$ cat src/hdl/swkt_pkg.sv
// Purpose: shared constants for the self-wake down counter
// Assumes: 100 MHz system clock, byte addresses on the register port
// Notes: timer sources are modelled as one-cycle tick enables
package swkt_pkg;
    localparam int ADDR_W = 8;
    localparam int DATA_W = 32;

    localparam logic [ADDR_W-1:0] OFF_CTRL = 8'h00;
    localparam logic [ADDR_W-1:0] OFF_COUNT = 8'h0c;
    localparam logic [ADDR_W-1:0] OFF_STATUS = 8'h10;
    localparam logic [ADDR_W-1:0] OFF_MASK = 8'h14;

    // control register fields
    localparam int CTRL_INT_SEL_BIT = 0;
    localparam int CTRL_FLAG_BIT = 1;
    localparam int CTRL_CLEAR_BIT = 2;
    localparam int CTRL_EXT_SEL_BIT = 3;

    // event status / mask fields
    localparam int EVT_W = 2;
    localparam int EVT_TIMEOUT_BIT = 0;
    localparam int EVT_LOAD_BUSY_BIT = 1;

    localparam logic [DATA_W-1:0] CTRL_RESET = 32'h0000_0000;
    localparam logic [DATA_W-1:0] COUNT_RESET = 32'h0000_0000;
    localparam logic [EVT_W-1:0] EVT_RESET = 2'h0;

    // rates in hertz
    localparam int CLK_HZ = 100_000_000;
    localparam int FAST_OSC_HZ = 750_000;
    localparam int LOW_OSC_HZ = 1_000_000;

    // low-power tick: integer divide
    localparam int LOW_DIV = CLK_HZ / LOW_OSC_HZ;
    // fast tick: fractional accumulator, step / modulus = 750 kHz / 100 MHz
    localparam int FRAC_UNIT = 250_000;
    localparam int FAST_STEP = FAST_OSC_HZ / FRAC_UNIT;
    localparam int FAST_MOD = CLK_HZ / FRAC_UNIT;
    localparam int DIV_W = 9;
endpackage

$ cat src/hdl/swkt_top.sv
// Purpose: self-launching 32-bit wake-up down counter with register port
// Assumes: single system clock; internal sources are tick enables made from clk, the pin is synchronised into ticks
// Notes: reads return data one cycle after the read strobe
//
// Design decision made here: the strobed register port.

// Functional notes
// a 32-bit down counter starts once software loads a non-zero value.
// at zero it raises timeout and wake request, then stops until reloaded.
// control bit 0 picks 750 kHz fast source (default 0) or 1 MHz source.
// the internal select bit is ignored while the external select is set.
// control bit 3 picks internal source or the external clock pin.
// control bit 1 is the timeout flag, write one clears, zero no effect.
// the flag's wake request works in any mode where the source still runs.
// writing 1 to control bit 2 clears and halts the counter; reads zero.
// count register at 0xc loads and launches; reads give present value.
// software must not write the count while counting is in progress.
// software should read the count twice, since bits may change mid-read.
// software must not use the fast source to wake from deep sleep modes.
// software must enable the low-power oscillator before selecting it.
// register actions and timer ticks meet safely in one clock domain.
module swkt_top (
    input wire logic clk,
    input wire logic rst,
    input wire logic [swkt_pkg::ADDR_W-1:0] addr,
    input wire logic [swkt_pkg::DATA_W-1:0] wdata,
    input wire logic wr_en,
    input wire logic rd_en,
    output logic [swkt_pkg::DATA_W-1:0] rdata,
    input wire logic wake_clock_input_pin,
    output logic irq,
    output logic wake_req
);
    logic fast_tick;
    logic low_tick;
    logic ext_tick;
    logic timer_tick;

    logic internal_source_select_r;
    logic external_source_select_r;
    logic timeout_flag_r;
    logic running_r;
    logic [swkt_pkg::DATA_W-1:0] count_r;
    logic [swkt_pkg::EVT_W-1:0] status_r;
    logic [swkt_pkg::EVT_W-1:0] mask_r;

    logic wr_ctrl;
    logic wr_count;
    logic rd_status;
    logic counter_clear;
    logic load_go;
    logic timeout_evt;
    logic [swkt_pkg::EVT_W-1:0] events;

    swkt_tick_gen u_tick (
        .clk(clk),
        .rst(rst),
        .fast_tick(fast_tick),
        .low_tick(low_tick)
    );

    // the pin is foreign to clk, so it passes a two-stage synchroniser
    swkt_ext_sync u_ext (
        .clk(clk),
        .rst(rst),
        .pin(wake_clock_input_pin),
        .tick(ext_tick)
    );

    always_comb begin
        if (external_source_select_r) begin
            timer_tick = ext_tick;
        end else if (internal_source_select_r) begin
            timer_tick = low_tick;
        end else begin
            timer_tick = fast_tick;
        end
    end

    assign wr_ctrl = wr_en && (addr == swkt_pkg::OFF_CTRL);
    assign wr_count = wr_en && (addr == swkt_pkg::OFF_COUNT);
    assign rd_status = rd_en && (addr == swkt_pkg::OFF_STATUS);
    assign counter_clear = wr_ctrl && wdata[swkt_pkg::CTRL_CLEAR_BIT];
    assign load_go = wr_count && (wdata != '0);
    // tick on the last count: the counter lands on zero this cycle
    assign timeout_evt = running_r && timer_tick && (count_r == 32'h0000_0001);

    always_comb begin
        events = '0;
        events[swkt_pkg::EVT_TIMEOUT_BIT] = timeout_evt;
        events[swkt_pkg::EVT_LOAD_BUSY_BIT] = wr_count && running_r;
    end

    // source selection bits
    always_ff @(posedge clk or posedge rst) begin
        if (rst) begin
            internal_source_select_r <= swkt_pkg::CTRL_RESET[swkt_pkg::CTRL_INT_SEL_BIT];
            external_source_select_r <= swkt_pkg::CTRL_RESET[swkt_pkg::CTRL_EXT_SEL_BIT];
        end else if (wr_ctrl) begin
            internal_source_select_r <= wdata[swkt_pkg::CTRL_INT_SEL_BIT];
            external_source_select_r <= wdata[swkt_pkg::CTRL_EXT_SEL_BIT];
        end
    end

    // counter and run state; loads and clears share the bus cycle with ticks
    always_ff @(posedge clk or posedge rst) begin
        if (rst) begin
            count_r <= swkt_pkg::COUNT_RESET;
            running_r <= 1'b0;
        end else if (counter_clear) begin
            count_r <= '0;
            running_r <= 1'b0;
        end else if (wr_count) begin
            count_r <= wdata;
            running_r <= load_go;
        end else if (running_r && timer_tick) begin
            count_r <= count_r - 32'h0000_0001;
            if (count_r == 32'h0000_0001) begin
                running_r <= 1'b0;
            end
        end
    end

    // timeout flag: a timeout in the clearing cycle still sets it
    always_ff @(posedge clk or posedge rst) begin
        if (rst) begin
            timeout_flag_r <= 1'b0;
        end else if (timeout_evt) begin
            timeout_flag_r <= 1'b1;
        end else if (wr_ctrl && wdata[swkt_pkg::CTRL_FLAG_BIT]) begin
            timeout_flag_r <= 1'b0;
        end
    end

    // sticky event status, cleared by reading it; new events win
    always_ff @(posedge clk or posedge rst) begin
        if (rst) begin
            status_r <= swkt_pkg::EVT_RESET;
        end else if (rd_status) begin
            status_r <= events;
        end else begin
            status_r <= status_r | events;
        end
    end

    always_ff @(posedge clk or posedge rst) begin
        if (rst) begin
            mask_r <= swkt_pkg::EVT_RESET;
        end else if (wr_en && addr == swkt_pkg::OFF_MASK) begin
            mask_r <= wdata[swkt_pkg::EVT_W-1:0];
        end
    end

    // wake follows the flag alone so it needs no bus clock decode in sleep
    always_ff @(posedge clk or posedge rst) begin
        if (rst) begin
            irq <= 1'b0;
            wake_req <= 1'b0;
        end else begin
            irq <= |(status_r & mask_r);
            wake_req <= timeout_flag_r;
        end
    end

    // read data stand only in the cycle after the strobe
    always_ff @(posedge clk or posedge rst) begin
        if (rst) begin
            rdata <= '0;
        end else if (rd_en) begin
            unique case (addr)
                swkt_pkg::OFF_CTRL: begin
                    rdata <= {28'h0000000, external_source_select_r, 1'b0,
                              timeout_flag_r, internal_source_select_r};
                end
                swkt_pkg::OFF_COUNT: rdata <= count_r;
                swkt_pkg::OFF_STATUS: rdata <= {30'h0, status_r};
                swkt_pkg::OFF_MASK: rdata <= {30'h0, mask_r};
                default: rdata <= '0;
            endcase
        end else begin
            rdata <= '0;
        end
    end
endmodule

$ cat src/hdl/swkt_ext_sync.sv
// Purpose: bring the external timer clock pin into the system clock
// Assumes: pin is asynchronous and much slower than clk
// Notes: emits a one-cycle tick per rising edge of the pin
module swkt_ext_sync (
    input wire logic clk,
    input wire logic rst,
    input wire logic pin,
    output logic tick
);
    logic meta_r;
    logic sync_r;
    logic prev_r;

    // first stage feeds only the second; the edge compare uses later stages
    always_ff @(posedge clk or posedge rst) begin
        if (rst) begin
            meta_r <= 1'b0;
            sync_r <= 1'b0;
            prev_r <= 1'b0;
        end else begin
            meta_r <= pin;
            sync_r <= meta_r;
            prev_r <= sync_r;
        end
    end

    always_ff @(posedge clk or posedge rst) begin
        if (rst) begin
            tick <= 1'b0;
        end else begin
            tick <= sync_r & ~prev_r;
        end
    end
endmodule

$ cat src/hdl/swkt_tick_gen.sv
// Purpose: derive the two internal timer tick enables from clk
// Assumes: clk at swkt_pkg::CLK_HZ
// Notes: the fast tick averages 750 kHz exactly, with jitter of one clk
module swkt_tick_gen (
    input wire logic clk,
    input wire logic rst,
    output logic fast_tick,
    output logic low_tick
);
    localparam logic [swkt_pkg::DIV_W-1:0] STEP = swkt_pkg::DIV_W'(swkt_pkg::FAST_STEP);
    localparam logic [swkt_pkg::DIV_W-1:0] MODV = swkt_pkg::DIV_W'(swkt_pkg::FAST_MOD);
    localparam logic [swkt_pkg::DIV_W-1:0] LOWV = swkt_pkg::DIV_W'(swkt_pkg::LOW_DIV - 1);

    logic [swkt_pkg::DIV_W-1:0] acc_r;
    logic [swkt_pkg::DIV_W-1:0] low_cnt_r;

    always_ff @(posedge clk or posedge rst) begin
        if (rst) begin
            acc_r <= '0;
            fast_tick <= 1'b0;
        end else if (acc_r + STEP >= MODV) begin
            acc_r <= acc_r + STEP - MODV;
            fast_tick <= 1'b1;
        end else begin
            acc_r <= acc_r + STEP;
            fast_tick <= 1'b0;
        end
    end

    always_ff @(posedge clk or posedge rst) begin
        if (rst) begin
            low_cnt_r <= '0;
            low_tick <= 1'b0;
        end else if (low_cnt_r == LOWV) begin
            low_cnt_r <= '0;
            low_tick <= 1'b1;
        end else begin
            low_cnt_r <= low_cnt_r + 1'b1;
            low_tick <= 1'b0;
        end
    end
endmodule

$ cat config.mk
export PLATFORM = sky130hd
export DESIGN_NAME = swkt_top
export DESIGN_NICKNAME = d
export VERILOG_FILES = /design/src/hdl/swkt_pkg.sv /design/src/hdl/swkt_top.sv /design/src/hdl/swkt_ext_sync.sv /design/src/hdl/swkt_tick_gen.sv
export SDC_FILE = /design/constraint.sdc
export NUM_CORES = 1
export LEC_CHECK = 0
export BUFFER_PORTS_ARGS = -buffer_cell sky130_fd_sc_hd__buf_2
export CAP_MARGIN = 0
export CORE_UTILIZATION = 35
export CTS_CLUSTER_SIZE = 12
export DETAILED_ROUTE_END_ITERATION = 10
export SYNTH_ARGS = -nofsm -noshare
export SYNTH_HDL_FRONTEND = slang
export SYNTH_HIERARCHICAL = 1
export SYNTH_SLANG_ARGS = --single-unit
$ cat constraint.sdc
create_clock -name clk -period 2.28 [get_ports clk]
set_clock_uncertainty 0.05 [all_clocks]
set_input_delay 0.228 -clock clk [delete_from_list [all_inputs] [get_ports clk]]
set_output_delay 0.228 -clock clk [all_outputs]
set_load 0.005 [all_outputs]
==> qor.log, run 1 <==
INFO  critical_path  timing.critical_path.cells=inv_1, ha_1, or4b_4, nor4_4, nand2_1, o311ai_1, o21ai_1
INFO  synth          synth_enable_flop_cells=0
INFO  pwr            power.sequential.fraction=48.2%
INFO  sta            slew_headroom=49.4%
INFO  layout         mostFrequentLayoutCell=dfrtp_1
INFO  clock_network  cts_buffers=9
INFO  global_routing pin_count_of_the_biggest_net_entering_global_routing=36
INFO  pwr            p_sw_share=26.4%
INFO  pwr            clockPowerShare=39.0%
INFO  drt            first_pass_iteration_count_of_the_detailed_router=4
INFO  placement      globalplace.congestion=0.857
INFO  critical_path  cp_max_fo=4
INFO  critical_path  startpoint_type=flip-flop
INFO  sta            report.final.setup_viol=0
INFO  sta            setup_ws=199ps
INFO  drt            antenna_violating_nets_post_route=0
INFO  critical_path  cpPeakStageDelay=510ps
INFO  sta            post_route_fraction_of_the_period_consumed_by_the_critical_path=91.3%
INFO  clock_network  clock_tree.htree_level_count=3
INFO  drt            vias_per_cell=5.36
INFO  pwr            switching_power_of_the_nets=1.03mW
INFO  synth          synth_seq_area_share=50.0%
INFO  clock_network  clk_path_buf_depth=2
INFO  global_routing number_of_global_route_vias_before_repair=4102
INFO  clock_network  clock_tree_from_tritoncts=done
INFO  drt            via_count=4077
INFO  layout         antenna_cells=0
INFO  pwr            max_ir_drop_vdd=0.000347V
INFO  placement      place_ws=100ps
INFO  synth          yosysWarningCount=6
INFO  layout         fin_nets=628
INFO  critical_path  worst_path_max_delay_cell=or4b_4
INFO  synth          syn-cell-area=0.00490mm2
INFO  clock_network  clock_insertion_delay_worst_skew=340ps
INFO  sta            unrepaired_setup_endpoints_after_global_routing=false
INFO  critical_path  endpoint_kind=flip-flop
INFO  synth          syn_inst=487
INFO  drt            drc=0
INFO  drt            route.detailed.wl_per_inst=16.2um
INFO  clock_network  cts.sink_count=98
INFO  die            die_x_extent=120um
INFO  synth          synth.ff_latch_count=98
INFO  sta            final.min_clock_period=2080ps
INFO  critical_path  critical-path-top-delay-family=simple AND/OR/NAND/NOR gates
INFO  placement      hpwl=9140um
INFO  critical_path  timing_worst_setup_path_type=reg -> reg
INFO  clock_network  path_clk_slew=70ps
INFO  pwr            cellInternalPower=2.86mW
INFO  layout         area_growth_syn_to_layout=21.0%
INFO  global_routing grt_remaining_overflow=0
INFO  die            design.die.area=0.0145mm2
INFO  global_routing grtUsageTotal=18.1%
INFO  sta            timing.final.max_slew_violations=0
INFO  clock_network  cts.root.buffer_cell=clkbuf_16
INFO  placement      placement.io_buffers=78
INFO  critical_path  critical_path.n_buffers_inverters=1
INFO  pwr            power_per_cell_area=655mW/mm2
INFO  run_status     status=finished, final reports clean
INFO  critical_path  worstPathArrival=2250ps
INFO  layout         post_route_cells_drive_above_1_share=24.8%
INFO  synth          post_synth_num_cell_types=64
INFO  die            die_h=120um
INFO  pwr            share_comb_of_total_power=12.8%
INFO  sta            highest_clock_rate=481MHz
INFO  drt            drt_iter0_drc=264
INFO  die            design.core.area=0.0135mm2
INFO  drt            finalWirelength=12300um
INFO  sta            timing_worst_slew_pin_value=758ps
INFO  flow_run       cap_violations=0
INFO  pwr            power.static_leakage=2.62nW
INFO  die            placement_rows=42
INFO  layout         commonest_cells_after_routing_fill_and_taps_aside=dfrtp_1, buf_2, nand2_1, and2_1, nor2_1
INFO  die            io-pin-count=79
INFO  clock_network  number_of_buffers_inserted_by_post_cts_setup_repair=0
INFO  synth          ys.flop_type=dfrtp_1
INFO  critical_path  crit_required=2450ps
INFO  synth          synth_nets=536
INFO  global_routing grt_pass1_wl=20600um
INFO  global_routing initial_antenna_violation_count=0
INFO  synth          synthArstFlopShare=100%
INFO  die            start_util=36.4%
INFO  synth          syn_area_per_cell=10.1um2
INFO  sta            timing_hold_violations_final=0
INFO  sta            totalNegativeSetupSlack=0ps
INFO  hold_path      hold_path.class=in -> reg
through the flow:
step / cell area [um2] / power (mW) / utilization [%] / std cells / hold slack [ps]
6_report: 5930 / 3.89 / 44.1 / 760 / 90.8
5_1_grt: 5930 / 4.07 / 44.1 / 760 / 91.9
4_1_cts: 5910 / 3.91 / 43.9 / 760 / 83.7
3_5_place_dp: 5590 / 2.38 / 41.6 / 742 / 101
3_3_place_gp: 5590 / 2.37 / 41.6 / 742 / 91.7
2_1_floorplan: 4900 / 2.17 / - / 487 / -55.9
sequential cells by signal, indices dropped and copies added, names as in the netlist:
name / flops
timeout_flag_r: 1
u_tick/acc_r: 9
u_tick/fast_tick: 1
u_ext/prev_r: 1
internal_source_select_r: 1
count_r: 32
status_r: 2
u_tick/low_tick: 1
rdata: 32
u_tick/low_cnt_r: 9
wake_req: 1
u_ext/tick: 1
running_r: 1
u_ext/meta_r: 1
u_ext/sync_r: 1
irq: 1
mask_r: 2
external_source_select_r: 1
per-layer routing:
metal / part of all wire, % / track usage, %
met1: 45 / 24.1
met4: 1.3 / 5.86
met2: 48 / 29.5
met5: 0 / 0
met3: 5.6 / 3.87
area by class of cell:
type / instances / area (um2)
Clock buffer: 9 / 225
Clock inverter: 7 / 75.1
Fill cell: 1344 / 7520
Inverter: 11 / 41.3
Multi-Input combinational cell: 356 / 2300
Sequential cell: 98 / 2450
Tap cell: 176 / 220
Timing Repair Buffer: 103 / 621
final timing paths:
kind	startpoint	cells after the start	slack [ps]	endpoint
setup / recovery	count_r[1]	7	200	count_r[16]
hold reg to reg	u_ext/meta_r	0	300	u_ext/sync_r
max in group asynchronous	rst	4	1110	rdata[21]
hold / removal	rd_en	3	90	rdata[3]
setup reg to reg	count_r[1]	7	200	count_r[16]
min in group asynchronous	rst	3	290	u_ext/meta_r
what timing repair did:
item                                    4_1_cts  5_1_grt
endpoints found under the setup margin        0        5
resized for setup                             0        4
hold buffers                                  2        0
hold endpoints to repair                     26        0
synthesized netlist by cell type, types with 7 or more instances:
master	instances	area (um2)
nand3_1	19	95.1
nor4_1	22	138
nand4_1	11	68.8
a21oi_1	21	105
nor2_1	30	113
nor3_1	24	120
and2_1	33	206
a22oi_1	16	120
nand2_1	33	124
o21ai_1	22	110
buf_2	10	50.1
xnor2_1	11	96.3
o211ai_1	10	75.1
dfrtp_1	98	2450
o21ai_0	7	35.0
inv_1	11	41.3
worst register-to-register path, cell delays in order, from the launching register on:
cell	delay, ps
dfrtp_1	410
inv_1	110
ha_1	160
or4b_4	510
nor4_4	200
nand2_1	160
o311ai_1	260
o21ai_1	100
cell families after synthesis:
family | after synthesis | share of synthesized area, %
AND/OR/NAND/NOR | 219 | 26.0
AO/OA/AOI/OAI | 109 | 14.8
flip-flops | 98 | 50.0
buffers and inverters | 33 | 3.52
XOR/XNOR | 14 | 2.50
multiplexers | 10 | 2.14
adder cells (fa/ha/maj) | 4 | 1.02
power by group through the flow:
stage | clock [mW] | combinational, mW | sequential, mW
final | 1.52 | 0.499 | 1.87
after global placement | 0 | 0.471 | 1.90
after floorplan | 0 | 0.296 | 1.88
after detailed placement | 0 | 0.478 | 1.90
after global routing | 1.63 | 0.553 | 1.88
after CTS | 1.56 | 0.485 | 1.87
Note: power is estimated with default switching activity, not from simulation.
==> run 2, diff against run 1 <==
--- a/config.mk
+++ b/config.mk
@@ -8,7 +8,8 @@
 export BUFFER_PORTS_ARGS = -buffer_cell sky130_fd_sc_hd__buf_2
 export CAP_MARGIN = 0
-export CORE_UTILIZATION = 35
+export CORE_UTILIZATION = 60
 export CTS_CLUSTER_SIZE = 12
 export DETAILED_ROUTE_END_ITERATION = 10
+export PLACE_DENSITY = 0.84
 export SYNTH_ARGS = -nofsm -noshare
 export SYNTH_HDL_FRONTEND = slang
==> constraint.sdc (replaced) <==
create_clock -name clk -period 2.48 [get_ports clk]
set_clock_uncertainty 0.05 [all_clocks]
set_input_delay 0.496 -clock clk [delete_from_list [all_inputs] [get_ports clk]]
set_output_delay 0.496 -clock clk [all_outputs]
set_load 0.005 [all_outputs]
==> qor.log, run 2 (synthesis gave the netlist of run 1 again) <==
INFO  layout         antenna_cells=0
INFO  layout         fill_cells=616
INFO  critical_path  cp_max_fo=6
INFO  die            die_h=92.4um
INFO  layout         post_route_cells_drive_above_1_share=22.3%
INFO  sta            highest_clock_rate=437MHz
INFO  critical_path  endpoint_kind=flip-flop
INFO  pwr            share_comb_of_total_power=12.2%
INFO  clock_network  clk_path_buf_depth=2
INFO  clock_network  clock_tree_from_tritoncts=done
INFO  pwr            power.static_leakage=2.51nW
INFO  global_routing global_route.usage.met2=46.9%
INFO  sta            timing_worst_slew_pin_value=742ps
INFO  global_routing number_of_global_route_vias_before_repair=3941
INFO  sta            final.min_clock_period=2290ps
INFO  sta            timing_hold_violations_final=0
INFO  placement      placement.io_buffers=78
INFO  drt            vias_per_cell=6.41
INFO  layout         area_growth_syn_to_layout=14.6%
INFO  critical_path  crit_required=2670ps
INFO  clock_network  path_clk_slew=100ps
INFO  global_routing pin_count_of_the_biggest_net_entering_global_routing=49
INFO  sta            unrepaired_setup_endpoints_after_global_routing=false
INFO  global_routing groute.layer.met1.usage=40.8%
INFO  die            placement_rows=32
INFO  die            design.die.area=0.00853mm2
INFO  global_routing gr-usage-met3=6.57%
INFO  clock_network  clock_tree.htree_level_count=3
INFO  hold_path      whs_path_depth=1
INFO  critical_path  timing.critical_path.cells=nor4_2, nand2_1, or3_1, nor4_1, o22ai_1
INFO  layout         commonest_cells_after_routing_fill_and_taps_aside=dfrtp_1, buf_2, nand2_1, and2_1, nor2_1
INFO  pwr            cellInternalPower=2.32mW
INFO  critical_path  worst_path_max_delay_cell=nor4_2
INFO  critical_path  timing_worst_setup_path_type=reg -> reg
INFO  clock_network  cts.sink_count=98
INFO  global_routing grt_pass1_wl=19600um
INFO  die            design.core.area=0.00781mm2
INFO  sta            timing.final.max_slew_violations=0
INFO  clock_network  cts.root.buffer_cell=clkbuf_8
INFO  pwr            switching_power_of_the_nets=885uW
INFO  drt            first_pass_iteration_count_of_the_detailed_router=8
INFO  placement      hpwl=8430um
INFO  drt            route.detailed.wl_per_inst=17.9um
INFO  layout         largest_registers=count_r: 32 flops, rdata: 32 flops
INFO  die            start_util=62.8%
INFO  sta            report.final.setup_viol=0
INFO  pwr            max_ir_drop_vdd=0.000390V
INFO  global_routing grtUsageTotal=29.9%
INFO  placement      placed_cells=654
INFO  critical_path  worstPathArrival=2480ps
INFO  placement      globalplace.congestion=0.927
INFO  pwr            clockPowerShare=34.0%
INFO  critical_path  reg2regPathDepth=5
INFO  sta            slew_headroom=50.5%
INFO  run_status     status=finished, final reports clean
INFO  clock_network  cts_buffers=9
INFO  clock_network  number_of_buffers_inserted_by_post_cts_setup_repair=0
INFO  global_routing initial_antenna_violation_count=0
INFO  sta            post_route_fraction_of_the_period_consumed_by_the_critical_path=92.3%
INFO  drt            antenna_violating_nets_post_route=0
INFO  layout         fin_nets=613
INFO  die            die_x_extent=92.4um
INFO  pwr            power_per_cell_area=571mW/mm2
INFO  clock_network  post_cts_resized=0
INFO  global_routing grt_remaining_overflow=0
INFO  layout         mostFrequentLayoutCell=dfrtp_1
INFO  hold_path      hold_path.class=in -> reg
INFO  drt            drt_iter0_drc=478
INFO  layout         layoutNonFillerInstCount=671
INFO  pwr            power.sequential.fraction=53.8%
INFO  die            io-pin-count=79
INFO  drt            via_count=4299
INFO  pwr            p_sw_share=27.6%
INFO  critical_path  startpoint_type=flip-flop
INFO  flow_run       cap_violations=0
INFO  layout         layout.area.seq=0.00245mm2
INFO  drt            drc=0
INFO  sta            totalNegativeSetupSlack=0ps
INFO  layout         multi_input_comb_area=0.00228mm2
INFO  critical_path  cpPeakStageDelay=510ps
INFO  drt            finalWirelength=12000um
INFO  clock_network  clock_insertion_delay_worst_skew=370ps
INFO  global_routing grt_most_used_layer=met2
==> run 2: cell count changes in the layout (fill, tap and decap cells not counted), sizes merged <==
| cell | previous run | this run |
|---|---|---|
| clkinvlp | 3 | 2 |
| clkbuf | 9 | 11 |
| inv | 13 | 11 |
| dlygate4sd3 | 2 | 1 |
| clkinv | 1 | 2 |
| buf | 101 | 87 |
==> run 2: cell type report <==
type	instances	share of cell area [%]
Clock inverter	5	1.11
Sequential cell	98	43.7
Multi-Input combinational cell	356	40.5
Tap cell	102	2.27
Timing Repair Buffer	88	9.00
Inverter	11	0.735
Clock buffer	11	2.70
==> run 2: timing repair <==
action                     in CTS  in global routing
setup endpoints to repair       0                  0
hold endpoints to repair        4                  0
hold buffers                    1                  0
==> run 2: worst paths after layout <==
path / from / endpoint / slack [ps]
max: count_r[17] / count_r[29] / 190
min: wake_clock_input_pin / u_ext/meta_r / 180
max reg2reg: count_r[17] / count_r[29] / 190
min reg2reg: u_ext/meta_r / u_ext/sync_r / 320
max in group asynchronous: rst / u_tick/low_cnt_r[4] / 1140
min in group asynchronous: rst / u_ext/prev_r / 510
==> run 2: worst max-delay path, delay by kind of cell, from the launching register on <==
family	cells	cell delay, ps
AOI/OAI and AO/OA	1	110
DFF	1	430
and+or+nand+nor	4	1560
==> run 2: metal layers <==
metal  vias to the layer above  part of all wire (%)
met5                         -                     0
met4                         0                   3.5
met3                        45                   8.4
met2                       247                    47
met1                      2062                    41
li1                       1945                     -
==> run 2: power groups by stage <==
stage               clock network [mW]  logic (mW)  registers (mW)
global placement                     0       0.375            1.75
detailed placement                   0       0.382            1.75
floorplan                            0       0.272            1.73
CTS                               1.10       0.388            1.72
finish                            1.09       0.392            1.72
global route                      1.18       0.436            1.73
==> run 2: stage by stage <==
| stage | power [mW] | util [%] | instance area (um2) | setup slack, ps | hold slack, ps |
|---|---|---|---|---|---|
| 2_1_floorplan | 2.00 | - | 4900 | 52.4 | 212 |
| 3_3_place_gp | 2.12 | 69.1 | 5390 | 345 | 289 |
| 3_5_place_dp | 2.13 | 69.1 | 5390 | 274 | 298 |
| 4_1_cts | 3.21 | 71.9 | 5620 | 256 | 178 |
| 5_1_grt | 3.35 | 71.9 | 5620 | 115 | 161 |
| 6_report | 3.21 | 71.9 | 5620 | 191 | 183 |
==> run 3, diff against run 2 <==
CORE_ASPECT_RATIO = 1.4   (was default)
CTS_BUF_LIST = sky130_fd_sc_hd__clkbuf_16   (was default)
==> qor.log, run 3 (synthesis gave the netlist of run 1 again) <==
INFO  layout         mostFrequentLayoutCell=dfrtp_1
INFO  layout         fin_nets=617
INFO  pwr            max_ir_drop_vdd=0.000486V
INFO  drt            finalWirelength=12100um
INFO  sta            timing_hold_violations_final=0
INFO  placement      place_ws=229ps
INFO  sta            report.final.setup_viol=0
INFO  critical_path  cpPeakStageDelay=550ps
INFO  clock_network  cts.root.buffer_cell=clkbuf_16
INFO  hold_path      hold_path.class=in -> reg
INFO  drt            via_count=4276
INFO  drt            drt_iter0_drc=491
INFO  placement      globalplace.congestion=0.938
INFO  critical_path  startpoint_type=flip-flop
INFO  critical_path  crit_required=2690ps
INFO  global_routing grt_remaining_overflow=0
INFO  drt            vias_per_cell=6.37
INFO  clock_network  clock_tree.htree_level_count=3
INFO  drt            first_pass_iteration_count_of_the_detailed_router=5
INFO  critical_path  cp-startpoint=count_r[1]
INFO  die            die_x_extent=78.4um
INFO  sta            highest_clock_rate=437MHz
INFO  layout         final_design_area_no_fill=0.00568mm2
INFO  pwr            power.static_leakage=2.56nW
INFO  drt            antenna_violating_nets_post_route=0
INFO  global_routing pin_count_of_the_biggest_net_entering_global_routing=75
INFO  global_routing grtUsageTotal=30.4%
INFO  global_routing initial_antenna_violation_count=0
INFO  layout         post_route_cells_drive_above_1_share=21.9%
INFO  critical_path  r2r-start=count_r[1]
INFO  critical_path  worstPathArrival=2500ps
INFO  die            design.die.area=0.00854mm2
INFO  drt            route.detailed.wl_per_inst=18.0um
INFO  sta            timing_worst_slew_pin_value=781ps
INFO  clock_network  cts.sink_count=98
INFO  layout         finalCoreUtilization=72.3%
INFO  sta            unrepaired_setup_endpoints_after_global_routing=false
INFO  clock_network  clock_tree_from_tritoncts=done
INFO  critical_path  timing_worst_setup_path_type=reg -> reg
INFO  die            io-pin-count=79
INFO  sta            final.min_clock_period=2290ps
INFO  clock_network  clk_path_buf_depth=2
INFO  clock_network  path_clk_slew=60ps
INFO  critical_path  timing.critical_path.cells=inv_1, ha_1, or4b_1, nor4_1, a31oi_1, o21ai_1
INFO  placement      place_area=0.00542mm2
INFO  placement      placement.io_buffers=78
INFO  sta            setup_ws=190ps
INFO  layout         area_growth_syn_to_layout=15.8%
INFO  sta            post_route_fraction_of_the_period_consumed_by_the_critical_path=92.4%
INFO  placement      hpwl=8690um
INFO  die            placement_rows=38
INFO  global_routing grt_pass1_wl=19900um
INFO  flow_run       cap_violations=0
INFO  critical_path  worst_path_max_delay_cell=or4b_1
INFO  die            design.core.area=0.00785mm2
INFO  die            die_h=109um
INFO  critical_path  cp_max_fo=5
INFO  clock_network  cts_buffers=9
INFO  pwr            power_per_cell_area=587mW/mm2
INFO  sta            timing.final.max_slew_violations=0
INFO  sta            whs=207ps
INFO  critical_path  endpoint_kind=flip-flop
INFO  layout         commonest_cells_after_routing_fill_and_taps_aside=dfrtp_1, buf_2, nand2_1, and2_1, nor2_1
INFO  critical_path  r2r-end=count_r[24]
INFO  critical_path  setup.worst_path.end=count_r[24]
INFO  hold_path      whs_path_depth=1
INFO  die            start_util=62.5%
INFO  drt            drc=0
INFO  layout         antenna_cells=0
INFO  global_routing number_of_global_route_vias_before_repair=4196
INFO  critical_path  ff2ff_setup_slack=190ps
INFO  layout         largest_registers=count_r: 32 flops, rdata: 32 flops
INFO  run_status     status=finished, final reports clean
INFO  sta            totalNegativeSetupSlack=0ps
INFO  clock_network  clock_insertion_delay_worst_skew=340ps
INFO  sta            slew_headroom=47.9%
INFO  clock_network  post_cts_resized=0
INFO  critical_path  reg2regPathDepth=6
run 3: cell count changes in the layout (fill, tap and decap cells not counted), sizes merged:
cell	previous run	this run
clkinvlp	2	0
clkinv	2	1
clkbuf	11	9
buf	87	91
inv	11	15
bufinv	1	0
run 3: worst min path at each step:
| stage | from | end | slack, ps |
|---|---|---|---|
| 6_report | wake_clock_input_pin | u_ext/meta_r | 210 |
| 5_1_grt | wake_clock_input_pin | u_ext/meta_r | 200 |
| 4_1_cts | wake_clock_input_pin | u_ext/meta_r | 210 |
| 3_5_place_dp | u_ext/meta_r | u_ext/sync_r | 300 |
| 3_3_place_gp | u_ext/meta_r | u_ext/sync_r | 290 |
| 2_1_floorplan | rst | u_ext/meta_r | 210 |
run 3: layer usage:
metal | GRT usage [%] | share of wire [%] | up-vias
li1 | - | - | 1955
met4 | 18.9 | 4.3 | 0
met3 | 4.94 | 5.0 | 41
met5 | 0 | 0 | -
met1 | 35.3 | 38 | 2115
met2 | 52.3 | 52 | 165
run 3: repair_timing:
action / 4_1_cts / 5_1_grt
hold buffers: 1 / 0
hold endpoints to repair: 4 / 0
buffers inserted: 0 / 0
run 3: final cells by class:
| type | instances | area [um2] |
|---|---|---|
| clock buffer | 9 | 225 |
| clock inverter | 5 | 18.8 |
| fill | 620 | 2170 |
| inverter | 11 | 41.3 |
| multi-input combinational | 356 | 2280 |
| sequential | 98 | 2450 |
| tap | 100 | 125 |
| timing repair buffer | 92 | 536 |
run 3: power breakdown:
| part | internal, mW | switching [mW] |
|---|---|---|
| registers | 1.65 | 0.0801 |
| clock network | 0.650 | 0.549 |
| logic | 0.163 | 0.244 |
run 3: critical path: cells and delay by family (launching register included):
| family | cells | cell delay (ps) |
|---|---|---|
| and+or+nand+nor | 2 | 1090 |
| DFF | 1 | 420 |
| AOI/OAI and AO/OA | 2 | 310 |
| adders and majority gates | 1 | 230 |
| buffers and inverters | 1 | 110 |
run 3: metrics by stage:
| step | cells | total power, mW |
|---|---|---|
| 5_1_grt | 671 | 3.46 |
| 3_5_place_dp | 656 | 2.16 |
| 3_3_place_gp | 656 | 2.15 |
| 2_1_floorplan | 487 | 2.00 |
| 4_1_cts | 671 | 3.34 |
| 6_report | 671 | 3.33 |
